<file path="config.mk">
export PLATFORM = sky130hd
export DESIGN_NAME = sch_top
export DESIGN_NICKNAME = d
export VERILOG_FILES = /design/src/design/sch_pkg.sv /design/src/design/sch_ecc_combine.sv /design/src/design/sch_top.sv
export SDC_FILE = /design/constraint.sdc
export NUM_CORES = 1
export LEC_CHECK = 0
export BUFFER_PORTS_ARGS = -buffer_cell sky130_fd_sc_hd__buf_2
export CORE_MARGIN = 2
export CORE_UTILIZATION = 34
export DETAILED_ROUTE_END_ITERATION = 6
export GPL_TIMING_DRIVEN = 1
export PLACE_DENSITY = 0.58
export SLEW_MARGIN = 20
export SYNTH_ARGS = -nofsm -noshare
export SYNTH_HDL_FRONTEND = slang
export SYNTH_SLANG_ARGS = --single-unit
</file>
<file path="constraint.sdc">
create_clock -name clk_i -period 3.4 [get_ports clk_i]
set_input_delay 1.02 -clock clk_i [delete_from_list [all_inputs] [get_ports clk_i]]
set_output_delay 1.02 -clock clk_i [all_outputs]
set_load 0.1 [all_outputs]
</file>
<file path="src/design/sch_pkg.sv">
// shared constants of the system control and status hub: register map,
// field positions, counts and reset values.
// assumes a 32-bit classic Wishbone slave with byte addresses on the bus.
package sch_pkg;

    // counts of attached controllers and sources
    localparam int NUM_DMA_PERIPH = 8;
    localparam int NUM_EMAC = 3;
    localparam int NUM_USB = 2;
    localparam int NUM_WD = 4;
    localparam int NUM_ECC = 11;
    localparam int NUM_HANDOFF = 8;
    localparam int HAUSER_W = 5;
    localparam int NUM_FPGA_IF = 9;
    localparam int ADDR_W = 8;

    // word indices (byte address = 4 * index)
    localparam logic [5:0] IDX_DMA = 6'h00;
    localparam logic [5:0] IDX_NAND_BOOT = 6'h01;
    localparam logic [5:0] IDX_FLASH_ATTR = 6'h02;
    localparam logic [5:0] IDX_EMAC_GLOBAL = 6'h03;
    localparam logic [5:0] IDX_EMAC0 = 6'h04;
    localparam logic [5:0] IDX_USB0 = 6'h07;
    localparam logic [5:0] IDX_CARD_ATTR = 6'h09;
    localparam logic [5:0] IDX_CARD_CLK = 6'h0A;
    localparam logic [5:0] IDX_WD_DEBUG = 6'h0B;
    localparam logic [5:0] IDX_FPGA_EN = 6'h0C;
    localparam logic [5:0] IDX_ECC_MASK = 6'h0D;
    localparam logic [5:0] NUM_CTRL = 6'h0E;
    localparam logic [5:0] IDX_ECC_SBE = 6'h0E;
    localparam logic [5:0] IDX_ECC_DBE = 6'h0F;
    localparam logic [5:0] IDX_HANDOFF = 6'h20;

    // dma word fields
    localparam int DMA_DMA_MANAGER_NONSECURE_BIT = 0;
    localparam int DMA_DMA_IRQ_NONSECURE_BIT = 1;
    localparam int DMA_PERIPH_LSB = 8;
    // nand bootstrap fields
    localparam int NAND_NOINIT_BIT = 0;
    localparam int NAND_SKIP_LOAD_BIT = 1;
    localparam int NAND_SMALL_PAGE_BIT = 2;
    localparam int NAND_TWO_ROW_BIT = 3;
    // flash master attribute fields
    localparam int FL_ARPROT_LSB = 0;
    localparam int FL_AWPROT_LSB = 3;
    localparam int FL_ARDOM_LSB = 6;
    localparam int FL_AWDOM_LSB = 8;
    localparam int FL_ARCACHE_LSB = 10;
    localparam int FL_AWCACHE_LSB = 14;
    // per-mac word fields
    localparam int EM_ARCACHE_LSB = 0;
    localparam int EM_AWCACHE_LSB = 4;
    localparam int EM_PHY_LSB = 8;
    localparam int EM_TSREF_BIT = 10;
    // ahb master attribute fields (usb and card)
    localparam int AHB_HPROT_LSB = 0;
    localparam int AHB_HAUSER_LSB = 4;
    // card clock phase fields
    localparam int CK_DRV_LSB = 0;
    localparam int CK_SMPL_LSB = 4;

    // writable bits per control word, everything else reads zero
    localparam logic [31:0] MASK_DMA = 32'h0000_FF03;
    localparam logic [31:0] MASK_NAND = 32'h0000_000F;
    localparam logic [31:0] MASK_FLASH = 32'h0003_FFFF;
    localparam logic [31:0] MASK_EGLOB = 32'h0000_0007;
    localparam logic [31:0] MASK_EMAC = 32'h0000_07FF;
    localparam logic [31:0] MASK_AHB = 32'h0000_01FF;
    localparam logic [31:0] MASK_CLK = 32'h0000_0077;
    localparam logic [31:0] MASK_WD = 32'h0000_000F;
    localparam logic [31:0] MASK_FPGA = 32'h0000_01FF;
    localparam logic [31:0] MASK_ECC = 32'h0000_07FF;
    localparam logic [31:0] RST_WORD = 32'h0000_0000;

    // writable-bit mask of a control word index
    function automatic logic [31:0] sch_ctrl_mask(input logic [5:0] idx);
        if (idx == IDX_DMA) return MASK_DMA;
        if (idx == IDX_NAND_BOOT) return MASK_NAND;
        if (idx == IDX_FLASH_ATTR) return MASK_FLASH;
        if (idx == IDX_EMAC_GLOBAL) return MASK_EGLOB;
        if (idx >= IDX_EMAC0 && idx < IDX_USB0) return MASK_EMAC;
        if (idx >= IDX_USB0 && idx <= IDX_CARD_ATTR) return MASK_AHB;
        if (idx == IDX_CARD_CLK) return MASK_CLK;
        if (idx == IDX_WD_DEBUG) return MASK_WD;
        if (idx == IDX_FPGA_EN) return MASK_FPGA;
        if (idx == IDX_ECC_MASK) return MASK_ECC;
        return RST_WORD;
    endfunction

    // byte-lane merge of write data into an old word
    function automatic logic [31:0] sch_merge(input logic [31:0] old_w,
                                             input logic [31:0] new_w,
                                             input logic [3:0] sel);
        logic [31:0] r;
        r = old_w;
        for (int b = 0; b < 4; b++) begin
            if (sel[b]) r[8*b +: 8] = new_w[8*b +: 8];
        end
        return r;
    endfunction

endpackage

</file>
<file path="src/design/sch_ecc_combine.sv">
// combines per-source ecc error levels into status and two interrupts.
// assumes the sources hold their error level until cleared at the source.
module sch_ecc_combine #(
    parameter int N = sch_pkg::NUM_ECC
) (
    input wire logic clk_i,
    input wire logic rst_i,
    input wire logic ce_i,
    input wire logic [N-1:0] sbe_i,
    input wire logic [N-1:0] dbe_i,
    input wire logic [N-1:0] sbe_mask_i,
    output logic [N-1:0] sbe_status_o,
    output logic [N-1:0] dbe_status_o,
    output logic serr_irq_o,
    output logic derr_irq_o
);
    logic serr_next;
    logic derr_next;

    // unmasked single-bit errors only; double-bit errors have no mask
    assign serr_next = |(sbe_i & ~sbe_mask_i);
    assign derr_next = |dbe_i;

    // status mirrors sources, no sticky bit: clearing is done at the source
    always_ff @(posedge clk_i) begin
        if (rst_i) begin
            sbe_status_o <= '0;
            dbe_status_o <= '0;
            serr_irq_o <= 1'b0;
            derr_irq_o <= 1'b0;
        end else if (ce_i) begin
            sbe_status_o <= sbe_i;
            dbe_status_o <= dbe_i;
            serr_irq_o <= serr_next;
            derr_irq_o <= derr_next;
        end
    end
endmodule // sch_ecc_combine

</file>
<file path="src/design/sch_top.sv">
// system control and status hub: wishbone register bank driving side-band
// controls of dma, nand, emac, usb, card, watchdog and fpga interfaces.
// assumes all side-band inputs are synchronous to clk_i; rst_i is the
// warm-or-cold reset, cold_rst_i the cold-only reset, both synchronous.
module sch_top #(
    parameter int NUM_EMAC = sch_pkg::NUM_EMAC,
    parameter int NUM_USB = sch_pkg::NUM_USB,
    parameter int NUM_WD = sch_pkg::NUM_WD,
    parameter int NUM_ECC = sch_pkg::NUM_ECC,
    parameter int NUM_HANDOFF = sch_pkg::NUM_HANDOFF
) (
    input wire logic clk_i,
    input wire logic rst_i,
    input wire logic cold_rst_i,
    input wire logic ce_i,
    input wire logic wb_cyc_i,
    input wire logic wb_stb_i,
    input wire logic wb_we_i,
    input wire logic [sch_pkg::ADDR_W-1:0] wb_adr_i,
    input wire logic [3:0] wb_sel_i,
    input wire logic [31:0] wb_dat_i,
    output logic [31:0] wb_dat_o,
    output logic wb_ack_o,
    output logic dma_manager_nonsecure_o,
    output logic dma_irq_nonsecure_o,
    output logic [sch_pkg::NUM_DMA_PERIPH-1:0] dma_periph_nonsecure_o,
    output logic nand_skip_init_o,
    output logic skip_first_page_load_o,
    output logic small_page_device_o,
    output logic nand_two_row_addr_o,
    output logic [2:0] flash_arprot_o,
    output logic [2:0] flash_awprot_o,
    output logic [1:0] flash_ardomain_o,
    output logic [1:0] flash_awdomain_o,
    output logic [3:0] flash_arcache_o,
    output logic [3:0] flash_awcache_o,
    output logic [NUM_EMAC-1:0] emac_ts_clk_fabric_o,
    output logic [4*NUM_EMAC-1:0] emac_arcache_o,
    output logic [4*NUM_EMAC-1:0] emac_awcache_o,
    output logic [2*NUM_EMAC-1:0] emac_phy_sel_o,
    output logic [NUM_EMAC-1:0] emac_ts_ref_ext_o,
    output logic [4*NUM_USB-1:0] usb_hprot_o,
    output logic [sch_pkg::HAUSER_W*NUM_USB-1:0] usb_hauser_o,
    output logic [3:0] card_hprot_o,
    output logic [sch_pkg::HAUSER_W-1:0] card_hauser_o,
    output logic [2:0] card_drv_phase_o,
    output logic [2:0] card_smpl_phase_o,
    input wire logic [NUM_WD-1:0] cpu_debug_i,
    output logic [NUM_WD-1:0] wd_pause_o,
    output logic [sch_pkg::NUM_FPGA_IF-1:0] fpga_if_en_o,
    input wire logic [NUM_ECC-1:0] ecc_sbe_i,
    input wire logic [NUM_ECC-1:0] ecc_dbe_i,
    output logic ecc_serr_irq_o,
    output logic ecc_derr_irq_o
);
    localparam int HW = sch_pkg::HAUSER_W;

    logic [31:0] ctrl_reg [sch_pkg::NUM_CTRL];
    logic [31:0] hand_reg [NUM_HANDOFF];
    logic ack_reg;
    logic [31:0] dat_reg;
    logic [NUM_WD-1:0] pause_reg;
    logic [NUM_ECC-1:0] sbe_status;
    logic [NUM_ECC-1:0] dbe_status;
    logic [5:0] idx;
    logic req_new;
    logic wr_stb;
    logic ctrl_hit;
    logic ho_hit;
    logic [5:0] ho_off;
    logic [31:0] rd_word;
    logic [NUM_WD-1:0] pause_next;

    // bus decode: a new request is one not yet answered
    assign idx = wb_adr_i[7:2];
    // nothing is taken while either reset stands, so a held write cannot slip in
    assign req_new = ce_i && !(rst_i || cold_rst_i) && wb_cyc_i && wb_stb_i && !ack_reg;
    assign wr_stb = req_new && wb_we_i;
    assign ctrl_hit = idx < sch_pkg::NUM_CTRL;
    assign ho_off = idx - sch_pkg::IDX_HANDOFF;
    assign ho_hit = (idx >= sch_pkg::IDX_HANDOFF) && (ho_off < 6'(NUM_HANDOFF));

    // read selection; unmapped words read zero, status words are read only
    assign rd_word = ctrl_hit ? ctrl_reg[idx[3:0]] :
                     (idx == sch_pkg::IDX_ECC_SBE) ? 32'(sbe_status) :
                     (idx == sch_pkg::IDX_ECC_DBE) ? 32'(dbe_status) :
                     ho_hit ? hand_reg[ho_off[2:0]] : 32'h0000_0000;

    // answer one cycle after the request, then drop ack for one cycle
    always_ff @(posedge clk_i) begin
        if (rst_i || cold_rst_i) begin
            ack_reg <= 1'b0;
            dat_reg <= 32'h0000_0000;
        end else if (ce_i) begin
            ack_reg <= req_new;
            if (req_new && !wb_we_i) dat_reg <= rd_word;
        end
    end
    assign wb_ack_o = ack_reg;
    assign wb_dat_o = dat_reg;

    // control words: warm or cold reset clears them; masked bits stay zero
    generate
        for (genvar i = 0; i < int'(sch_pkg::NUM_CTRL); i++) begin : g_ctrl
            always_ff @(posedge clk_i) begin
                if (rst_i || cold_rst_i) begin
                    ctrl_reg[i] <= sch_pkg::RST_WORD;
                end else if (ce_i && wr_stb && idx == 6'(i)) begin
                    ctrl_reg[i] <= sch_pkg::sch_merge(ctrl_reg[i], wb_dat_i, wb_sel_i)
                                   & sch_pkg::sch_ctrl_mask(6'(i));
                end
            end
        end
    endgenerate

    // handoff words survive warm reset; only cold reset clears them
    generate
        for (genvar h = 0; h < NUM_HANDOFF; h++) begin : g_hand
            always_ff @(posedge clk_i) begin
                if (cold_rst_i) begin
                    hand_reg[h] <= sch_pkg::RST_WORD;
                end else if (ce_i && wr_stb && ho_hit && ho_off == 6'(h)) begin
                    hand_reg[h] <= sch_pkg::sch_merge(hand_reg[h], wb_dat_i, wb_sel_i);
                end
            end
        end
    endgenerate

    // dma security; peripheral bits must be set before dma leaves reset
    assign dma_manager_nonsecure_o = ctrl_reg[0][sch_pkg::DMA_DMA_MANAGER_NONSECURE_BIT];
    assign dma_irq_nonsecure_o = ctrl_reg[0][sch_pkg::DMA_DMA_IRQ_NONSECURE_BIT];
    assign dma_periph_nonsecure_o =
        ctrl_reg[0][sch_pkg::DMA_PERIPH_LSB +: sch_pkg::NUM_DMA_PERIPH];

    // nand bootstrap: held level, the controller samples it on reset exit
    assign nand_skip_init_o = ctrl_reg[1][sch_pkg::NAND_NOINIT_BIT];
    assign skip_first_page_load_o = ctrl_reg[1][sch_pkg::NAND_SKIP_LOAD_BIT];
    assign small_page_device_o = ctrl_reg[1][sch_pkg::NAND_SMALL_PAGE_BIT];
    assign nand_two_row_addr_o = ctrl_reg[1][sch_pkg::NAND_TWO_ROW_BIT];

    // flash dma master attributes; no idle check here, software owns that
    assign flash_arprot_o = ctrl_reg[2][sch_pkg::FL_ARPROT_LSB +: 3];
    assign flash_awprot_o = ctrl_reg[2][sch_pkg::FL_AWPROT_LSB +: 3];
    assign flash_ardomain_o = ctrl_reg[2][sch_pkg::FL_ARDOM_LSB +: 2];
    assign flash_awdomain_o = ctrl_reg[2][sch_pkg::FL_AWDOM_LSB +: 2];
    assign flash_arcache_o = ctrl_reg[2][sch_pkg::FL_ARCACHE_LSB +: 4];
    assign flash_awcache_o = ctrl_reg[2][sch_pkg::FL_AWCACHE_LSB +: 4];

    // timestamp clock source: 0 clock manager, 1 fabric_timestamp_clock
    assign emac_ts_clk_fabric_o = ctrl_reg[3][NUM_EMAC-1:0];

    // per-mac words; phy select and timestamp ref are taken at mac reset exit
    generate
        for (genvar m = 0; m < NUM_EMAC; m++) begin : g_emac
            localparam int W = int'(sch_pkg::IDX_EMAC0) + m;
            assign emac_arcache_o[4*m +: 4] = ctrl_reg[W][sch_pkg::EM_ARCACHE_LSB +: 4];
            assign emac_awcache_o[4*m +: 4] = ctrl_reg[W][sch_pkg::EM_AWCACHE_LSB +: 4];
            assign emac_phy_sel_o[2*m +: 2] = ctrl_reg[W][sch_pkg::EM_PHY_LSB +: 2];
            assign emac_ts_ref_ext_o[m] = ctrl_reg[W][sch_pkg::EM_TSREF_BIT];
        end
    endgenerate

    // usb ahb master attributes, one word per controller
    generate
        for (genvar u = 0; u < NUM_USB; u++) begin : g_usb
            localparam int W = int'(sch_pkg::IDX_USB0) + u;
            assign usb_hprot_o[4*u +: 4] = ctrl_reg[W][sch_pkg::AHB_HPROT_LSB +: 4];
            assign usb_hauser_o[HW*u +: HW] = ctrl_reg[W][sch_pkg::AHB_HAUSER_LSB +: HW];
        end
    endgenerate

    // card master attributes and clock phase selects
    assign card_hprot_o = ctrl_reg[9][sch_pkg::AHB_HPROT_LSB +: 4];
    assign card_hauser_o = ctrl_reg[9][sch_pkg::AHB_HAUSER_LSB +: HW];
    assign card_drv_phase_o = ctrl_reg[10][sch_pkg::CK_DRV_LSB +: 3];
    assign card_smpl_phase_o = ctrl_reg[10][sch_pkg::CK_SMPL_LSB +: 3];

    // fpga interface enables reset to off: fabric may not be configured yet
    assign fpga_if_en_o = ctrl_reg[12][sch_pkg::NUM_FPGA_IF-1:0];

    // watchdog pause: cpu debug gated by the per-watchdog enable, registered
    assign pause_next = cpu_debug_i & ctrl_reg[11][NUM_WD-1:0];
    always_ff @(posedge clk_i) begin
        if (rst_i || cold_rst_i) begin
            pause_reg <= '0;
        end else if (ce_i) begin
            pause_reg <= pause_next;
        end
    end
    assign wd_pause_o = pause_reg;

    // ecc gathering and interrupt merge
    sch_ecc_combine #(
        .N(NUM_ECC)
    ) u_ecc (
        .clk_i(clk_i),
        .rst_i(rst_i || cold_rst_i),
        .ce_i(ce_i),
        .sbe_i(ecc_sbe_i),
        .dbe_i(ecc_dbe_i),
        .sbe_mask_i(ctrl_reg[13][NUM_ECC-1:0]),
        .sbe_status_o(sbe_status),
        .dbe_status_o(dbe_status),
        .serr_irq_o(ecc_serr_irq_o),
        .derr_irq_o(ecc_derr_irq_o)
    );
endmodule // sch_top

</file>
Yosys cells after proc, flatten, opt, wreduce, memory -nomap -nowiden
Memories as Yosys holds them, arrays and structs flattened.
Cells that the tools add are included.
{"block": "totals", "register_bits": 61, "latch_bits": 0, "ramBits": 508, "rom_bits": 0, "inputBits": 77, "mem_count": 2}
{"block": "classes", "n_addsub": 1, "n_mul": 0, "div": 0, "n_lt_le_gt_ge": 3, "n_eq_ne": 54, "shift": 0, "muxes": 291, "bitwise_logic": 49, "n_reduce_logical": 72}
{"memory": "hand_reg", "words": 8, "word_bits": 32, "rd": 1, "rd_ports_with_merged_regs": 0, "wr": 8, "line": "sch_top.sv:59", "text": "logic [31:0] hand_reg [NUM_HANDOFF];"}
{"memory": "ctrl_reg", "words": 14, "word_bits": 18, "rd": 15, "rd_ports_with_merged_regs": 0, "wr": 14, "line": "sch_top.sv:58", "text": "logic [31:0] ctrl_reg [sch_pkg::NUM_CTRL];"}
{"cell": "$mux W8", "n": 161}
{"cell": "$mux W18", "n": 14}
{"cell": "$mux W32", "n": 4}
{"cell": "$ne A3 B3 Y1 const B", "n": 32}
{"cell": "$mux W1", "n": 82}
{"cell": "$reduce_and A2 Y1", "n": 33}
{"cell": "$eq A6 B3 Y1 const B", "n": 8}
{"cell": "$eq A6 B4 Y1 const B", "n": 8}
{"cell": "$or A1 B1 Y1", "n": 46}
{"cell": "$mux W3", "n": 15}
{"cell": "$logic_and A1 B1 Y1", "n": 31}
{"cell": "$eq A6 B2 Y1 const B", "n": 4}
{"cell": "$mux W4", "n": 6}
{"cell": "$reduce_or A11 Y1", "n": 2}
{"cell": "$mux W7", "n": 3}
{"cell": "$eq A6 B1 Y1 const B", "n": 2}
{"cell": "$logic_not A6 Y1", "n": 2}
{"cell": "$lt A6 B4 Y1 const B", "n": 2}
{"cell": "$mux W2", "n": 6}
{"cell": "$and A11 B11 Y11", "n": 1}
{"cell": "$not A11 Y11", "n": 1}
{"cell": "$ge A6 B6 Y1 const B", "n": 1}
{"cell": "$sub A6 B6 Y6 const B", "n": 1}
{"cell": "$and A4 B4 Y4", "n": 1}
{"cell": "2 further kinds", "n": 4}

Logic depth before layout (Yosys ltp)
{"block": "logic_depth", "ltp_word": 15, "mapped_depth": 9}

Cells and area by module
From an unflattened synthesis, not the netlist that was laid out.
{"block": "hier_totals", "hier_cells": 1474, "area_unflattened_um2": 20297.0}
{"mod": "sch_top", "instances": 1, "cells_each": 1376, "area_per_inst_um2": 19337.3, "seq_area_each_um2": 12181.7}
{"mod": "sch_ecc_combine", "instances": 1, "cells_each": 98, "area_per_inst_um2": 959.7, "seq_area_each_um2": 480.5}

Least setup slack after synthesis
Ideal clock, no wire load.
{"block": "synth_timing", "path_type": "input -> register", "start": "in ce_i", "end": "mem ctrl_reg[9][0] in the netlist's numbering, enable pin", "setup_time_ns": 0.384, "t_arrival_ns": 2.743, "required_time_ns": 3.016, "slack_ns": 0.273, "path_stages": 5, "n_path_buf": 1, "path_cell_list": "clkbuf_1 > and4b_1 > nand4_1 > or2_2 > o21ai_0"}
{"item": "from (decl)", "line": "sch_top.sv:15", "text": "input wire logic ce_i,"}
{"item": "to (decl)", "line": "sch_top.sv:58"}

==> flow_metrics.env <==
export IMPL_status="finished, final reports clean"
export IMPL_initial_core_util=0.345
export IMPL_switching_share=0.260
export IMPL_path_cells="buf_2, or3b_1, nor2_2, nand4_4, nor2_2, buf_12, a21o_1"
export IMPL_cts_max_level=2
export IMPL_p_int_uw=9090
export IMPL_syn_nets=1586
export IMPL_cts_setup_buffers=0
export IMPL_path_common_cell="nor2_2"
export IMPL_largest_reg_flops=256
export IMPL_gp_routability_congestion=0.885
export IMPL_hold_viol=0
export IMPL_max_stage_delay_ps=440
export IMPL_numClockSinks=442
export IMPL_fin_crit_sh=0.800
export IMPL_layout_drive_gt1_share=0.265
export IMPL_synth_adder_area_share=0
export IMPL_clkTransAtPathRegs_ps=60
export IMPL_area_growth_pct=18.7
export IMPL_cts_inserted_buffers=49
export IMPL_pwr_share_seq=0.497
export IMPL_drc=0
export IMPL_yosysUniqueCellTypes=60
export IMPL_comb_power_share=0.102
export IMPL_dp_final_hpwl_um=43600
export IMPL_fmax_ghz=0.368
export IMPL_io_pins=226
export IMPL_first_global_vias=13800
export IMPL_muxShareOfSynthArea=0.115
export IMPL_powerDensity_nw_per_um2=508
export IMPL_netlist_instances=1509
export IMPL_gr_total_overflow=0
export IMPL_rows=89
export IMPL_peakVddDrop_mv=0.381
export IMPL_worst_slack_ps=681
export IMPL_drtIter0Drc=1417
export IMPL_slew_headroom=0.524
export IMPL_grt_pass1_wl_um=92600
export IMPL_cpMaxStageDelayCell="a21o_1"
export IMPL_total_power_uw=12300
export IMPL_cp_end_kind="register"
export IMPL_p_clk_frac=0.401
export IMPL_fin_nets=1802
export IMPL_ys_ff_latch=442
export IMPL_antenna_found_initial=7
export IMPL_ys_async_sr_fraction=0
export IMPL_core_um2=59000
export IMPL_drtAntennaViolNets=0
export IMPL_place_ws_ps=97.5
export IMPL_required_ps=3610
export IMPL_min_period_ps=2720
export IMPL_dieWidth_um=249
export IMPL_switchingPower_uw=3190
export IMPL_drt_total_wl_um=63200
export IMPL_fill_cells=5461
export IMPL_worst_pin_slew_ps=705
export IMPL_skew_ps=33.7
export IMPL_grt_max_degree=81
export IMPL_place_port_buffers=223
export IMPL_worstPathArrival_ps=2930
export IMPL_synthXorXnorAreaFrac=0
export IMPL_dieArea_um2=61800
export IMPL_vias_per_cell=5.46
export IMPL_tns_ps=0
export IMPL_synth_area_um2=20300
export IMPL_start_kind="input pin"
export IMPL_die_h_um=249
export IMPL_routedWlPerCell_um=24.9
export IMPL_synth_edff_count=381
export IMPL_cts_tree="yes"
export IMPL_seq_area_frac_synth=0.623
export IMPL_rsz0062_at_grt="false"
export IMPL_clock_latency_ps=590
export IMPL_synth_top_family_by_area="simple AND/OR/NAND/NOR gates"
export IMPL_vias=13900
export IMPL_dr_pass1_iters=5
export IMPL_hold_path_class="register to register"
export IMPL_slew_viol_final=0
export IMPL_cp_max_fo=27
export IMPL_grt_usage=0.200
export IMPL_avgSynthCellArea_um2=13.5
export IMPL_synth_simple_gate_area_frac=0.166
export IMPL_root_buffer="clkbuf_16"
export IMPL_synth_compound_area_share=0.0647
export IMPL_setup_violations=0
export IMPL_ctsHoldBuffers=0
export IMPL_clk_path_buf_depth=3
export IMPL_cts_resized_gates=0
export IMPL_yosys_warnings=0
export IMPL_synth_main_ff_cell="edfxtp_1"
export IMPL_maxCapViolCount=0
export IMPL_p_leak_uw=0.0108
export IMPL_critPathKind="input pin to register"
[per-stage QoR]
step / cells / instance area (um2) / utilization / hold WS (ps)
2_1_floorplan: 1509 / 20300 / - / 455
5_1_grt: 2541 / 24100 / 0.409 / 495
4_1_cts: 2537 / 24100 / 0.409 / 468
3_3_place_gp: 2447 / 22700 / 0.384 / 454
6_report: 2542 / 24100 / 0.409 / 470
3_5_place_dp: 2447 / 22700 / 0.384 / 458
[critical path: cells and delay by family]
| family | cells | cell delay (ps) |
|---|---|---|
| simple gates | 4 | 1080 |
| compound gates | 1 | 440 |
| buf+inv | 2 | 350 |
[cell usage after synthesis, types with 5 or more instances]
library cell    n  area share
edfxtp_1      381        0.56
and3_1        292       0.090
clkbuf_1       92       0.017
and2_1         91       0.028
mux2i_1        88       0.043
nor2_1         64       0.012
mux4_2         62       0.069
dfxtp_1        61       0.060
nand2_1        47      0.0087
a21o_1         42       0.016
buf_2          36      0.0089
o21ai_0        23      0.0057
buf_1          18      0.0033
a2bb2oi_1      17      0.0073
a21oi_1        16      0.0039
nand3_1        16      0.0039
o22ai_1        16      0.0049
inv_1          12      0.0022
a221oi_1       10      0.0043
nand2b_1       10      0.0031
a211oi_1        9      0.0033
a31oi_1         8      0.0025
nor3_1          8      0.0020
nor4_1          7      0.0022
a221o_1         6      0.0030
a22oi_1         6      0.0022
mux2_2          5      0.0028
nor3_4          5      0.0040
o211a_1         5      0.0025
or2_2           5      0.0015
[cell usage in the layout, fill, tap and decap left out, types with 12 or more instances in the layout]
cell and count:
mux4_2 62, clkbuf_16 49, clkinv_1 14, and3_1 292, buf_4 78, a21oi_1 16
and2_1 91, o22ai_1 16, nor2_1 63, o21ai_0 23, inv_1 12, clkbuf_1 12
dfxtp_1 61, buf_2 221, mux2i_1 88, edfxtp_1 381, a21o_1 42, nand3_1 16
buf_12 13, a2bb2oi_1 17, nand2_1 47
[metal layers]
metal,vias up,part of all wire,track usage
li1,6228,-,-
met1,7010,0.43,0.280
met2,541,0.47,0.313
met3,103,0.070,0.0367
met4,2,0.029,0.0676
met5,-,0.00030,0
[cell type report]
type / instances / area (um2) / area share
Multi-Input combinational cell: 906 / 7030 / 0.291
Timing Repair Buffer: 313 / 1960 / 0.0813
Clock buffer: 63 / 1300 / 0.0538
Sequential cell: 442 / 12700 / 0.525
Antenna cell: 5 / 12.5 / 0.000518
Inverter: 13 / 48.8 / 0.00202
Tap cell: 773 / 967 / 0.0401
Clock inverter: 27 / 159 / 0.00658
[final timing paths]
path	start	endpoint	slack [ps]	depth (start not counted)
worst max-delay path	wb_adr_i[7]	hand_reg[0][17]$_SDFFCE_PN0P_	680	7
worst min-delay path	wd_pause_o[2]$_SDFFE_PP0P_	wd_pause_o[2]$_SDFFE_PP0P_	470	2
worst max register to register	wb_ack_o$_SDFFE_PP0P_	ctrl_reg[11][0]$_SDFFCE_PN0P_	1020	5
worst min register to register	wd_pause_o[2]$_SDFFE_PP0P_	wd_pause_o[2]$_SDFFE_PP0P_	470	2
[kinds of logic (layout without fill, tap and decap cells)]
| kind of cell | count (synthesis) | count (layout) |
|---|---|---|
| simple gates | 571 | 571 |
| flops | 442 | 442 |
| compound gates | 180 | 180 |
| buf+inv | 161 | 416 |
| mux | 155 | 155 |
| other cells | 0 | 5 |
[power by group through the flow]
stage	clock [uW]	sequential [uW]	combinational (uW)
floorplan	0	6570	459
global placement	0	6200	1240
detailed placement	0	6210	1250
CTS	5000	6090	1250
global route	5210	6100	1310
finish	4930	6090	1250
(Power assumes the default switching activity.)
